`src/jkb_pkg.sv`:
```
`default_nettype none
package jkb_pkg;
  // Clock and timing
  localparam int CLK_MHZ = 250;
  localparam int MS_CYCLES = CLK_MHZ * 1000;
  localparam int DEBOUNCE_MS = 5;
  localparam int DEBOUNCE_CYCLES = DEBOUNCE_MS * MS_CYCLES;
  // Control word bit positions
  localparam int CB_MAN_UP = 0;
  localparam int CB_MAN_DN = 1;
  localparam int CB_CONT_EN = 3;
  localparam int CB_POS_REL = 4;
  localparam int CB_JOG_REL = 5;
  localparam int CB_JOG_UP = 8;
  localparam int CB_JOG_DN = 9;
  // Status word bit positions
  localparam int SB_MOVING = 6;
  localparam int SB_POS_ERR = 10;
  // Node address that enables the keys without bus
  localparam logic [6:0] KEY_ADDR = 7'h63;
  // Defaults used when a configuration field is zero, and the percent scale
  localparam logic [15:0] BRK_DELAY_MS = 16'h0096;
  localparam logic [15:0] BRK_CLOSE_MS = 16'h03e8;
  localparam logic [7:0] STALL_PCT = 8'h1e;
  localparam logic [15:0] STALL_MS = 16'h00c8;
  localparam logic [7:0] PCT_SCALE = 8'h64;

  typedef struct packed {
    logic [15:0] step_len;
    logic [15:0] jog_wait_ms;
    logic signed [31:0] upper;
    logic signed [31:0] lower;
    logic [15:0] brk_delay_ms;
    logic [15:0] brk_free_inc;
    logic [15:0] brk_close_ms;
    logic [15:0] fric_idle_ms;
    logic [7:0] stall_pct;
    logic [15:0] stall_ms;
  } jkb_cfg_t;

  typedef struct packed {
    logic inc_pulse;
    logic [15:0] speed;
    logic [15:0] target_speed;
    logic signed [31:0] pos;
  } jkb_fb_t;

  typedef enum logic [1:0] {
    BRK_NONE = 2'b00,
    BRK_HOLD = 2'b01,
    BRK_FRIC = 2'b10
  } jkb_brake_t;

  typedef enum logic [3:0] {
    ST_IDLE = 4'h0,
    ST_BRK_WAIT = 4'h1,
    ST_BRK_FREE = 4'h2,
    ST_STEP = 4'h3,
    ST_JOG_WAIT = 4'h4,
    ST_JOG_RUN = 4'h5,
    ST_MAN_RUN = 4'h6
  } jkb_state_t;

  typedef enum logic [1:0] {
    MD_JOG = 2'b01,
    MD_BUS = 2'b10
  } jkb_mode_t;
endpackage : jkb_pkg
`default_nettype wire

```
`src/jkb_debounce.sv`:
```
`default_nettype none
module jkb_debounce #(
  parameter int CYCLES = 1250000
) (
  // Clocking
  input wire logic clk,
  input wire logic rst,
  input wire logic ce,
  // Raw key and clean level
  input wire logic key_raw,
  output logic key_clean
);
  localparam int CW = $clog2(CYCLES + 1);
  localparam logic [CW-1:0] LAST = CW'(CYCLES - 1);

  typedef struct packed {
    logic s1;
    logic s2;
    logic stable;
    logic [CW-1:0] cnt;
  } jkb_db_st_t;

  jkb_db_st_t st;
  jkb_db_st_t next_st;

  // Two-stage synchroniser, then the level must hold for CYCLES clocks
  always_comb begin
    next_st = st;
    next_st.s1 = key_raw;
    next_st.s2 = st.s1;
    if (st.s2 == st.stable) begin
      next_st.cnt = '0;
    end else if (st.cnt >= LAST) begin
      next_st.stable = st.s2;
      next_st.cnt = '0;
    end else begin
      next_st.cnt = st.cnt + CW'(1);
    end
  end

  // State register
  always_ff @(posedge clk or posedge rst) begin
    if (rst) begin
      st <= '0;
    end else if (ce) begin
      st <= next_st;
    end
  end

  assign key_clean = st.stable;
endmodule : jkb_debounce
`default_nettype wire

```
`src/jkb_ms_tick.sv`:
```
`default_nettype none
module jkb_ms_tick #(
  parameter int CYCLES = 250000
) (
  // Clocking
  input wire logic clk,
  input wire logic rst,
  input wire logic ce,
  // One-cycle pulse each millisecond
  output logic tick
);
  localparam int CW = $clog2(CYCLES + 1);
  localparam logic [CW-1:0] LAST = CW'(CYCLES - 1);

  typedef struct packed {
    logic [CW-1:0] cnt;
    logic tick;
  } jkb_tk_st_t;

  jkb_tk_st_t st;
  jkb_tk_st_t next_st;

  // Free-running prescaler
  always_comb begin
    next_st = st;
    next_st.tick = (st.cnt == LAST);
    next_st.cnt = (st.cnt == LAST) ? '0 : st.cnt + CW'(1);
  end

  // State register
  always_ff @(posedge clk or posedge rst) begin
    if (rst) begin
      st <= '0;
    end else if (ce) begin
      st <= next_st;
    end
  end

  assign tick = st.tick;
endmodule : jkb_ms_tick
`default_nettype wire

```
`src/jkb_jog_brake_ctrl.sv`:
```
`default_nettype none
module jkb_jog_brake_ctrl import jkb_pkg::*; #(
  parameter int TICK_CYCLES = MS_CYCLES,
  parameter int DB_CYCLES = DEBOUNCE_CYCLES
) (
  // Clocking
  input wire logic clk,
  input wire logic rst,
  input wire logic ce,
  // Bus side
  input wire logic bus_on,
  input wire logic [6:0] node_addr,
  input wire logic [15:0] ctrl_word,
  // Keys
  input wire logic key_up_in,
  input wire logic key_dn_in,
  // Configuration and motor feedback
  input wire jkb_brake_t brake_kind,
  input wire jkb_cfg_t cfg,
  input wire jkb_fb_t fb,
  // Motor and brake
  output logic drive_en,
  output logic drive_dir,
  output logic brake_open,
  output logic fric_tight,
  // Status
  output logic stat_moving,
  output logic stat_pos_err
);
  typedef struct packed {
    jkb_state_t state;
    jkb_mode_t mode;
    logic dir;
    logic run_jog;
    logic up_q;
    logic dn_q;
    logic lock;
    logic brk_open;
    logic fric;
    logic drive_en;
    logic drive_dir;
    logic moving;
    logic pos_err;
    logic [15:0] ms_cnt;
    logic [15:0] inc_cnt;
    logic [15:0] stall_cnt;
    logic [15:0] close_cnt;
  } jkb_st_t;

  jkb_st_t st;
  jkb_st_t next_st;
  logic key_up;
  logic key_dn;
  logic tick;

  // Clean key levels and millisecond tick
  jkb_debounce #(.CYCLES(DB_CYCLES)) u_db_up (
    .clk(clk), .rst(rst), .ce(ce), .key_raw(key_up_in), .key_clean(key_up)
  );
  jkb_debounce #(.CYCLES(DB_CYCLES)) u_db_dn (
    .clk(clk), .rst(rst), .ce(ce), .key_raw(key_dn_in), .key_clean(key_dn)
  );
  jkb_ms_tick #(.CYCLES(TICK_CYCLES)) u_tick (
    .clk(clk), .rst(rst), .ce(ce), .tick(tick)
  );

  // Release decoding and press sources
  logic keys_en;
  logic bits_en;
  logic press_up;
  logic press_dn;
  logic both;
  logic start_jog;
  logic start_man;
  logic man_up;
  logic man_dn;
  logic cont_en;
  jkb_mode_t cur_mode;
  assign keys_en = bus_on ? (ctrl_word[CB_JOG_REL] && !ctrl_word[CB_POS_REL])
                          : (node_addr == KEY_ADDR);
  assign bits_en = bus_on && !ctrl_word[CB_POS_REL] && !ctrl_word[CB_JOG_REL];
  assign press_up = (keys_en && key_up) || (bits_en && ctrl_word[CB_JOG_UP]);
  assign press_dn = (keys_en && key_dn) || (bits_en && ctrl_word[CB_JOG_DN]);
  assign both = press_up && press_dn;
  assign start_jog = (st.state == ST_IDLE) && !st.lock && !both &&
                     ((press_up && !st.up_q) || (press_dn && !st.dn_q));
  assign man_up = bus_on && ctrl_word[CB_POS_REL] && ctrl_word[CB_MAN_UP];
  assign man_dn = bus_on && ctrl_word[CB_POS_REL] && ctrl_word[CB_MAN_DN];
  assign start_man = (st.state == ST_IDLE) && !start_jog && (man_up != man_dn);
  assign cont_en = !bus_on || ctrl_word[CB_CONT_EN];
  assign cur_mode = (bus_on && ctrl_word[CB_POS_REL]) ? MD_BUS : MD_JOG;

  // Effective configuration with defaults
  logic [15:0] brk_delay;
  logic [15:0] brk_close;
  logic [15:0] stall_ms;
  logic [7:0] stall_pct;
  logic [15:0] pre_wait;
  assign brk_delay = (cfg.brk_delay_ms == 16'h0000) ? BRK_DELAY_MS : cfg.brk_delay_ms;
  assign brk_close = (cfg.brk_close_ms == 16'h0000) ? BRK_CLOSE_MS : cfg.brk_close_ms;
  assign stall_ms = (cfg.stall_ms == 16'h0000) ? STALL_MS : cfg.stall_ms;
  assign stall_pct = (cfg.stall_pct == 8'h00) ? STALL_PCT : cfg.stall_pct;
  assign pre_wait = (brake_kind == BRK_FRIC) ? cfg.fric_idle_ms : brk_delay;

  // Run conditions
  logic held;
  logic man_hold;
  logic at_lim;
  logic slow;
  logic stall_hit;
  logic step_done;
  logic [15:0] inc_nx;
  logic [23:0] spd_x;
  logic [23:0] tgt_x;
  jkb_state_t run_state;
  assign held = st.dir ? press_up : press_dn;
  assign man_hold = st.dir ? (man_up && !man_dn) : (man_dn && !man_up);
  assign at_lim = st.dir ? (fb.pos >= cfg.upper) : (fb.pos <= cfg.lower);
  assign spd_x = 24'(fb.speed) * 24'(PCT_SCALE);
  assign tgt_x = 24'(fb.target_speed) * 24'(stall_pct);
  assign slow = st.drive_en && (spd_x < tgt_x);
  assign stall_hit = slow && tick && (st.stall_cnt >= stall_ms);
  assign inc_nx = st.inc_cnt + 16'h0001;
  assign step_done = fb.inc_pulse && (inc_nx >= cfg.step_len);
  assign run_state = st.run_jog ? ST_STEP : ST_MAN_RUN;

  // Next-state logic
  always_comb begin
    next_st = st;
    next_st.up_q = press_up;
    next_st.dn_q = press_dn;
    if (!press_up && !press_dn) begin
      next_st.lock = 1'b0;
    end
    if (slow) begin
      if (tick) begin
        next_st.stall_cnt = st.stall_cnt + 16'h0001;
      end
    end else begin
      next_st.stall_cnt = 16'h0000;
    end
    case (st.state)
      ST_IDLE: begin
        if (st.brk_open && tick) begin
          if (st.close_cnt >= brk_close) begin
            next_st.brk_open = 1'b0;
          end else begin
            next_st.close_cnt = st.close_cnt + 16'h0001;
          end
        end
        if (start_jog || start_man) begin
          next_st.dir = start_jog ? (press_up && !st.up_q) : man_up;
          next_st.run_jog = start_jog;
          next_st.mode = cur_mode;
          next_st.pos_err = 1'b0;
          next_st.ms_cnt = 16'h0000;
          next_st.inc_cnt = 16'h0000;
          next_st.close_cnt = 16'h0000;
          if (brake_kind == BRK_HOLD && !st.brk_open) begin
            next_st.state = ST_BRK_WAIT;
          end else if (brake_kind == BRK_FRIC) begin
            next_st.state = ST_BRK_WAIT;
            next_st.fric = 1'b1;
          end else begin
            next_st.state = start_jog ? ST_STEP : ST_MAN_RUN;
          end
        end
      end
      ST_BRK_WAIT: begin
        if (tick) begin
          if (st.ms_cnt >= pre_wait) begin
            next_st.state = (brake_kind == BRK_HOLD) ? ST_BRK_FREE : run_state;
          end else begin
            next_st.ms_cnt = st.ms_cnt + 16'h0001;
          end
        end
      end
      ST_BRK_FREE: begin
        if (fb.inc_pulse) begin
          if (inc_nx >= cfg.brk_free_inc) begin
            next_st.brk_open = 1'b1;
            next_st.inc_cnt = 16'h0000;
            next_st.state = run_state;
          end else begin
            next_st.inc_cnt = inc_nx;
          end
        end
      end
      ST_STEP: begin
        if (step_done) begin
          next_st.ms_cnt = 16'h0000;
          next_st.state = (held && cont_en) ? ST_JOG_WAIT : ST_IDLE;
        end else if (fb.inc_pulse) begin
          next_st.inc_cnt = inc_nx;
        end
      end
      ST_JOG_WAIT: begin
        if (!held) begin
          next_st.state = ST_IDLE;
        end else if (tick) begin
          if (st.ms_cnt >= cfg.jog_wait_ms) begin
            next_st.state = ST_JOG_RUN;
          end else begin
            next_st.ms_cnt = st.ms_cnt + 16'h0001;
          end
        end
      end
      ST_JOG_RUN: begin
        if (!held || at_lim) begin
          next_st.state = ST_IDLE;
        end
      end
      ST_MAN_RUN: begin
        if (!man_hold || at_lim) begin
          next_st.state = ST_IDLE;
        end
      end
      default: begin
        next_st.state = ST_IDLE;
      end
    endcase
    // Aborts override the sequence
    if (st.state != ST_IDLE) begin
      if (cur_mode != st.mode) begin
        next_st.state = ST_IDLE;
      end
      if (st.run_jog && both) begin
        next_st.state = ST_IDLE;
        next_st.lock = 1'b1;
      end
      if (stall_hit) begin
        next_st.state = ST_IDLE;
        next_st.pos_err = 1'b1;
      end
    end
    if (next_st.state == ST_IDLE) begin
      next_st.fric = 1'b0;
    end
    next_st.drive_en = (next_st.state == ST_BRK_FREE) || (next_st.state == ST_STEP) ||
                       (next_st.state == ST_JOG_RUN) || (next_st.state == ST_MAN_RUN);
    next_st.drive_dir = (next_st.state == ST_BRK_FREE) ? !next_st.dir : next_st.dir;
    next_st.moving = next_st.drive_en;
  end

  // State register
  always_ff @(posedge clk or posedge rst) begin
    if (rst) begin
      st <= '0;
      st.state <= ST_IDLE;
      st.mode <= MD_JOG;
    end else if (ce) begin
      st <= next_st;
    end
  end

  // Outputs straight from flip-flops
  assign drive_en = st.drive_en;
  assign drive_dir = st.drive_dir;
  assign brake_open = st.brk_open;
  assign fric_tight = st.fric;
  assign stat_moving = st.moving;
  assign stat_pos_err = st.pos_err;

  // Checks
  chk_keys_nobus: assert property (@(posedge clk) disable iff (rst)
    (ce && start_jog && !bus_on) |-> (node_addr == KEY_ADDR) ##1 (st.state != ST_IDLE))
    else $error("jog started without bus at wrong address");
  chk_keys_bus: assert property (@(posedge clk) disable iff (rst)
    (ce && start_jog && bus_on) |-> !ctrl_word[CB_POS_REL] &&
    (ctrl_word[CB_JOG_REL] || ctrl_word[CB_JOG_UP] || ctrl_word[CB_JOG_DN]))
    else $error("jog started without a valid release");
  chk_mode_abort: assert property (@(posedge clk) disable iff (rst)
    (ce && st.state != ST_IDLE && cur_mode != st.mode) |=> (st.state == ST_IDLE && !drive_en))
    else $error("run not aborted on release change");
  chk_step_keeps: assert property (@(posedge clk) disable iff (rst)
    (ce && st.state == ST_STEP && !step_done && !both && cur_mode == st.mode && !stall_hit)
    |=> st.state == ST_STEP)
    else $error("single step left early");
  chk_single_only: assert property (@(posedge clk) disable iff (rst)
    (ce && st.state == ST_STEP && step_done && bus_on && !ctrl_word[CB_CONT_EN])
    |=> st.state == ST_IDLE)
    else $error("continuous run without bit 3");
  chk_wait_len: assert property (@(posedge clk) disable iff (rst)
    (st.state == ST_JOG_WAIT ##1 st.state == ST_JOG_RUN)
    |-> ($past(st.ms_cnt) >= $past(cfg.jog_wait_ms)))
    else $error("continuous run began before wait time");
  chk_both_lock: assert property (@(posedge clk) disable iff (rst)
    (ce && st.state != ST_IDLE && st.run_jog && both) |=> (st.state == ST_IDLE && st.lock))
    else $error("both keys did not abort and lock");
  chk_limit_stop: assert property (@(posedge clk) disable iff (rst)
    (ce && (st.state == ST_JOG_RUN || st.state == ST_MAN_RUN) && at_lim) |=> !drive_en)
    else $error("run passed the limit");
  chk_brake_source: assert property (@(posedge clk) disable iff (rst)
    $rose(st.brk_open) |-> $past(st.state) == ST_BRK_FREE)
    else $error("brake opened outside a run");
  chk_stall_err: assert property (@(posedge clk) disable iff (rst)
    (ce && st.state != ST_IDLE && stall_hit) |=> (stat_pos_err && !stat_moving))
    else $error("stall did not end run with error");
  chk_ce_freeze: assert property (@(posedge clk) disable iff (rst)
    !ce |=> $stable(st))
    else $error("state moved while clock enable low");
endmodule : jkb_jog_brake_ctrl
`default_nettype wire

```
`config.mk`:
```
export PLATFORM = sky130hd
export DESIGN_NAME = jkb_jog_brake_ctrl
export DESIGN_NICKNAME = d
export VERILOG_FILES = /design/src/jkb_pkg.sv /design/src/jkb_debounce.sv /design/src/jkb_ms_tick.sv /design/src/jkb_jog_brake_ctrl.sv
export SDC_FILE = /design/constraint.sdc
export NUM_CORES = 1
export LEC_CHECK = 0
export BUFFER_PORTS_ARGS = -buffer_cell sky130_fd_sc_hd__buf_4
export CORE_ASPECT_RATIO = 1.4
export CORE_MARGIN = 5
export CORE_UTILIZATION = 45
export CTS_CLUSTER_DIAMETER = 120
export DETAILED_ROUTE_END_ITERATION = 8
export GPL_ROUTABILITY_DRIVEN = 0
export PLACE_DENSITY = 0.68
export SLEW_MARGIN = 10
export SYNTH_ARGS = -nofsm -noshare
export SYNTH_HDL_FRONTEND = slang
export SYNTH_SLANG_ARGS = --single-unit
export TNS_END_PERCENT = 50
```
`constraint.sdc`:
```
create_clock -name clk -period 4.6 [get_ports clk]
set_clock_uncertainty 0.15 [all_clocks]
set_input_delay 0.23 -clock clk [delete_from_list [all_inputs] [get_ports clk]]
set_output_delay 0.23 -clock clk [all_outputs]
set_load 0.1 [all_outputs]
```
# Yosys cells after proc, flatten, opt, wreduce, memory -nomap -nowiden
# Cells that the tools add are included.
dict set report totals {
  elab_cells 234
  ff_bits 147
}
dict set report classes {
  bitwise_logic 2
  n_mux 74
  order_cmp 11
  n_mul 2
  reduce_logical 78
  eq_ne 34
  add_sub_neg 7
}
# operator count
set ops {}
lappend ops {{2-to-1 mux 16 bit} 19}
lappend ops {{>= comparator 16 bit} 6}
lappend ops {{2-to-1 mux 21 bit} 4}
lappend ops {{adder 16 x 1 -> 16 bit, second input constant} 4}
lappend ops {{one-hot mux 16 bit (4 select lines)} 1}
lappend ops {{2-to-1 mux 4 bit} 15}
lappend ops {{zero test 16 bit} 3}
lappend ops {{one-hot mux 16 bit (3 select lines)} 1}
lappend ops {{adder 21 x 1 -> 21 bit, second input constant} 2}
lappend ops {{>= comparator 21 bit, second input constant} 2}
lappend ops {{2-to-1 mux 33 bit} 1}
lappend ops {{>= comparator 32 bit} 1}
lappend ops {{<= comparator 32 bit} 1}
lappend ops {{logical AND 1 bit} 29}
lappend ops {{one-hot mux 4 bit (7 select lines)} 1}
lappend ops {{less-than comparator 23 x 24 -> 1 bit} 1}
lappend ops {{multiplier 16 x 8 -> 24 bit} 1}
lappend ops {{multiplier 16 x 5 -> 21 bit, second input constant} 1}
lappend ops {{2-to-1 mux 1 bit} 21}
lappend ops {{equality test 4 x 3 -> 1 bit, second input constant} 5}
lappend ops {{adder 18 x 1 -> 18 bit, second input constant} 1}
lappend ops {{equality test 18 bit, second input constant} 1}
lappend ops {{2-to-1 mux 18 bit} 1}
lappend ops {{equality test 4 x 2 -> 1 bit, second input constant} 4}
lappend ops {{other kinds (27)} 82}

# Depth between registers and ports, before layout
dict set report logic_depth {
  depth_word 23
  depth_mapped 34
  mapped_depth_nobuf 34
}

# By module
# From an unflattened synthesis, not the netlist that was laid out.
dict set report unflattened {
  hier_cells 2299
  area_unflattened_um2 18959.4
}
# mod n_inst area_per_inst_um2 cells_each
set by_module_without_submodules {}
lappend by_module_without_submodules {jkb_jog_brake_ctrl 1 14950.6 1853}
lappend by_module_without_submodules {jkb_debounce 2 1508.9 177}
lappend by_module_without_submodules {jkb_ms_tick 1 991.0 92}

# Worst setup path before layout
# No wires, ideal clock.
dict set report synth_path {
  kind {input-to-reg}
  startpoint {input cfg[16] (netlist name)}
  endpoint {register st (netlist bit drive_dir)}
  setup_slack_ps -3004
  arrival_ps 7372
  cell_stages 33
  setup_time_ps 82
  n_path_buf 1
  path_cell_list {nor4_1 nand2_1 nand2b_1 clkbuf_1 nand2_1 fa_1 inv_1 fa_1 fa_1 inv_1 fa_1 inv_1 ha_1 a21o_1 a21o_1 a21oi_1 a21boi_2 o21ai_0 nand2_1 a21oi_1 o21bai_1 a21oi_1 xor2_1 ha_1 o21a_1 o21a_1 o32ai_1 or4_4 o31ai_4 o221ai_2 a22o_2 or4_1 a31oi_1}
}
dict set report synth_via {
  elab_chain_cells 11
}
# item line
set synth_rtl {}
lappend synth_rtl {{start: declaration} jkb_jog_brake_ctrl.sv:19} ;# input wire jkb_cfg_t cfg,
lappend synth_rtl {{zero test 8 bit} jkb_jog_brake_ctrl.sv:102} ;# assign stall_pct = (cfg.stall_pct == 8'h00) ? STALL_PCT : cfg.stall_pct;
lappend synth_rtl {{2-to-1 mux 8 bit *} jkb_jog_brake_ctrl.sv:102}
lappend synth_rtl {{multiplier 16 x 8 -> 24 bit *} jkb_jog_brake_ctrl.sv:120} ;# assign tgt_x = 24'(fb.target_speed) * 24'(stall_pct);
lappend synth_rtl {{less-than comparator 23 x 24 -> 1 bit *} jkb_jog_brake_ctrl.sv:121} ;# assign slow = st.drive_en && (spd_x < tgt_x);
lappend synth_rtl {{logical AND 1 bit *} jkb_jog_brake_ctrl.sv:121}
lappend synth_rtl {{logical AND 1 bit * (2 in a row)} jkb_jog_brake_ctrl.sv:122} ;# assign stall_hit = slow && tick && (st.stall_cnt >= stall_ms);
lappend synth_rtl {{2-to-1 mux 4 bit *} jkb_jog_brake_ctrl.sv:231} ;# if (stall_hit) begin
lappend synth_rtl {{2-to-1 mux 4 bit *} jkb_jog_brake_ctrl.sv:223} ;# if (st.state != ST_IDLE) begin
lappend synth_rtl {{equality test 4 x 2 -> 1 bit *} jkb_jog_brake_ctrl.sv:241} ;# next_st.drive_dir = (next_st.state == ST_BRK_FREE) ? !next_st.dir : next_st.dir;
lappend synth_rtl {{2-to-1 mux 1 bit *} jkb_jog_brake_ctrl.sv:241}
lappend synth_rtl {{end signal: assignment} jkb_jog_brake_ctrl.sv:252} ;# st <= next_st;
lappend synth_rtl {{end: declaration} jkb_jog_brake_ctrl.sv:50} ;# jkb_st_t st;
# Every way passes the cells marked *; elsewhere a longest branch is shown, timed or not.
# A chain may end at the register's enable or synchronous reset.

# Worst setup path after layout
dict set report layout_path {
  startpoint {input cfg[20] (netlist name)}
  endpoint {register st (netlist bit drive_dir)}
}
# Same word-level chain as after synthesis.

==> results by group <==
Status
  – Status: complete, but fails checks
  – Failing checks: negative setup slack

GRT
  – Grt met3 use: about 3.5%
  – Remaining global-route overflow: 0
  – Global-route wire length before repair: 84,900 um
  – Largest net degree at the start of global routing: 93
  – Grt peak-use layer: met2
  – Initial antenna violation count: 2
  – GRT Total Usage: 22.8%
  – Vias in the first global route: 18.1k
  – M2 GR Usage: around 44%
  – Met1 usage: 25.7%

Synthesis
  – YS warnings: 0
  – Synthesized cell area: 18,200 um^2
  – EDFF count, synth: 0
  – FF+latch count, synth: 147
  – Yosys cell types: 85
  – Sequential share of the synthesized area: 20.2%
  – Main synth FF type: dfrtp_1
  – Async S/R FF share, synth: 100%
  – Cells after Synth: 2,163
  – Avg Cell Area, Syn: about 8.4 um^2
  – Syn nets: 2,825

Clock tree
  – Clock root cell: clkbuf_16
  – Total CTS buffers: 17
  – CTS Buffer Depth: 2
  – H-tree Lvls: 4
  – Later-pin clock latency in the skew report: 0.44 ns
  – CTS Sinks: ~150
  – Clock transition at the registers of the reported paths: 0.07 ns
  – CTS tree: built

Timing
  – Achievable Freq: roughly 140 MHz
  – Pin slew with the least headroom to its limit: between 0.9 and 1 ns
  – Worst hold margin: between 0.04 and 0.05 ns
  – Tcrit/Tclk final: 151%
  – Final Critical Period: around 7.0 ns
  – RSZ-0062 raised after global routing: true
  – Final setup violation count: 23
  – Slew Limit Fails: 0
  – Max_slew headroom: between 30% and 40%
  – Final-report hold violation count: 0
  – Sum of negative setup slack: -45.11 ns
  – Setup ws final: -2.37 ns

Drt
  – DRC violations left: 0
  – Via Count: 17.0k
  – Final WL: 50,900 um
  – ANT nets after route: 0
  – Total iterations of the first detailed-routing run: 5
  – WL per Instance: 16.3 um
  – Vias per cell: 5.44
  – Initial drt markers: 736

Min path
  – Hold Crit Class: input port to register

Final layout
  – P&R area growth vs syn: 26.7%
  – Area of the multi-input gates: 13,400 um^2
  – Fill cells: 3,609
  – Net count, final: approximately 3.2k
  – Post-route core utilization: 57.4%
  – Share of cells above drive strength 1: a little over a fifth
  – Reg area: 3680 um^2

Pwr
  – Leakage power: 0.0122 uW
  – Maximum VDD drop: 282 uV
  – Power density cells: 364 nW/um^2

Floorplanning
  – Die height: between 200 and 250 um
  – Core ar.: ~40,000 um^2
  – Die ar.: around 45,000 um^2
  – Horiz. Die Dim: between 150 and 200 um
  – # IOs: around 290
  – # rows: 87
  – Starting Density: 45.3%

Setup path
  – Critical path arrival: 7.17 ns
  – Crit end category: register
  – Crit path launch type: input port
  – WP data required: 4.81 ns
  – Crit-path most repeated cell: fa_1
  – CP max stage delay: 0.53 ns
  – Worst-path maximum fanout: 7
  – Crit path kind: input port to register
  – Critical path's slowest cell: fa_1

Run
  – Number of max-cap violations: 0

Placed design
  – Port Buffers: between 200 and 300
  – Post-DP HPWL: 42,400 um
## worst max-delay path: cells and delay by family
kind / cells / cell delay [ns]
simple gates: 7 / 1.64
compound gates: 15 / 2.36
fa+ha+maj: 6 / 2.46
buf+inv: 5 / 0.39
xor+xnor: 1 / 0.09
## registers in the layout, indices dropped and copies added, names as in the netlist
register,count
brake_open,1
drive_dir,1
fric_tight,1
st,75
stat_moving,1
stat_pos_err,1
u_db_dn.key_clean,1
u_db_dn.next_st,1
u_db_dn.st,22
u_db_up.key_clean,1
u_db_up.next_st,1
u_db_up.st,22
u_tick.st,18
u_tick.tick,1
## power breakdown
group | leakage, uW | internal (uW) | total [uW] | switching, uW
logic | 0.00987 | 2720 | 5460 | 2750
clock network | 0.000279 | 821 | 1420 | 595
registers | 0.00201 | 1380 | 1510 | 128
total | 0.0122 | 4920 | 8390 | 3470
## cell families after synthesis
family | count (synthesis) | share of synthesized area, %
muxes | 22 | 1.31
AOI/OAI and AO/OA | 405 | 14.6
buffers and inverters | 384 | 7.97
adders and majority gates | 382 | 30.2
DFF | 147 | 20.2
xor gates and xnor gates | 112 | 5.43
and+or+nand+nor | 711 | 20.3
## synthesized netlist by cell type, drive strengths merged, types with 39 or more instances
cell | count | share of area (%)
and3 | 46 | 1.6
nor2 | 132 | 2.7
nand3 | 76 | 2.1
fa | 95 | 10
xnor2 | 41 | 2.0
nand2b | 40 | 1.4
inv | 336 | 6.9
clkbuf | 39 | 0.80
xor2 | 71 | 3.4
a21oi | 75 | 2.2
and2 | 96 | 3.3
ha | 287 | 20
dfrtp | 146 | 20
nand2 | 162 | 3.3
nand4 | 51 | 1.8
o21ai | 133 | 3.7
## layout make-up
type	instances	share of cell area, %
multi-input combinational	1634	58.2
sequential	147	15.9
timing repair buffer	444	14.8
inverter	336	5.50
tap	534	2.90
clock buffer	19	1.92
clock inverter	13	0.651
antenna	2	0.0217
## worst paths after layout
path / startpoint / slack (ns) / to / depth (start not counted)
setup / recovery: cfg[20] / -2.37 / drive_dir / 34
hold / removal: bus_on / 0.05 / st[75] / 3
setup reg to reg: st[33] / -0.01 / drive_dir / 18
hold reg to reg: u_tick.st[11] / 0.35 / u_tick.st[11] / 1
max in group asynchronous: rst / 2.94 / u_tick.st[3] / 4
min in group asynchronous: rst / 0.34 / st[26] / 3
## per-layer routing
| metal | part of all wire (%) | up-vias |
|---|---|---|
| met2 | 53 | 453 |
| met5 | 0 | - |
| met3 | 4.5 | 105 |
| met1 | 39 | 8194 |
| met4 | 3.0 | 0 |
| li1 | - | 8267 |
## what timing repair did
action	in CTS	in global routing
pin swaps	28	18
hold endpoints to repair	93	0
gates resized for setup	25	28
endpoints found under the setup margin	25	48
hold buffers	5	0
gates cloned	0	2
setup buffers	8	7
## per-stage QoR
stage | worst slack (ns) | cells | total power (uW) | area, um^2
floorplan | -2.36 | 2163 | 4790 | 18400
global placement | -2.77 | 3075 | 6510 | 22100
detailed placement | -2.95 | 3075 | 6640 | 22100
CTS | -2.36 | 3118 | 8280 | 22900
global route | -2.71 | 3129 | 9200 | 23100
finish | -2.37 | 3129 | 8390 | 23100
## cells in the final DEF, fill, tap and decap left out, types with 8 or more instances in the layout
cell | Yosys | layout
a211oi_1 | 13 | 12
a21boi_0 | 8 | 8
a21o_1 | 37 | 37
a21oi_1 | 71 | 69
a31oi_1 | 16 | 16
and2_1 | 95 | 92
and3_1 | 45 | 45
and4_1 | 9 | 8
buf_4 | 1 | 430
clkbuf_16 | 0 | 17
dfrtp_1 | 146 | 146
fa_1 | 95 | 93
ha_1 | 287 | 279
ha_4 | 0 | 8
inv_1 | 336 | 326
inv_2 | 0 | 8
mux2i_1 | 16 | 16
nand2_1 | 162 | 153
nand2b_1 | 40 | 36
nand3_1 | 76 | 76
nand4_1 | 50 | 50
nor2_1 | 132 | 131
nor2b_1 | 18 | 17
nor3_1 | 22 | 21
nor4_1 | 24 | 22
o21a_1 | 12 | 12
o21ai_0 | 131 | 124
o2bb2ai_1 | 12 | 12
o31ai_1 | 14 | 14
or3_1 | 8 | 8
xnor2_1 | 40 | 38
xor2_1 | 71 | 71
No activity file was read; power rests on OpenSTA's default activity.
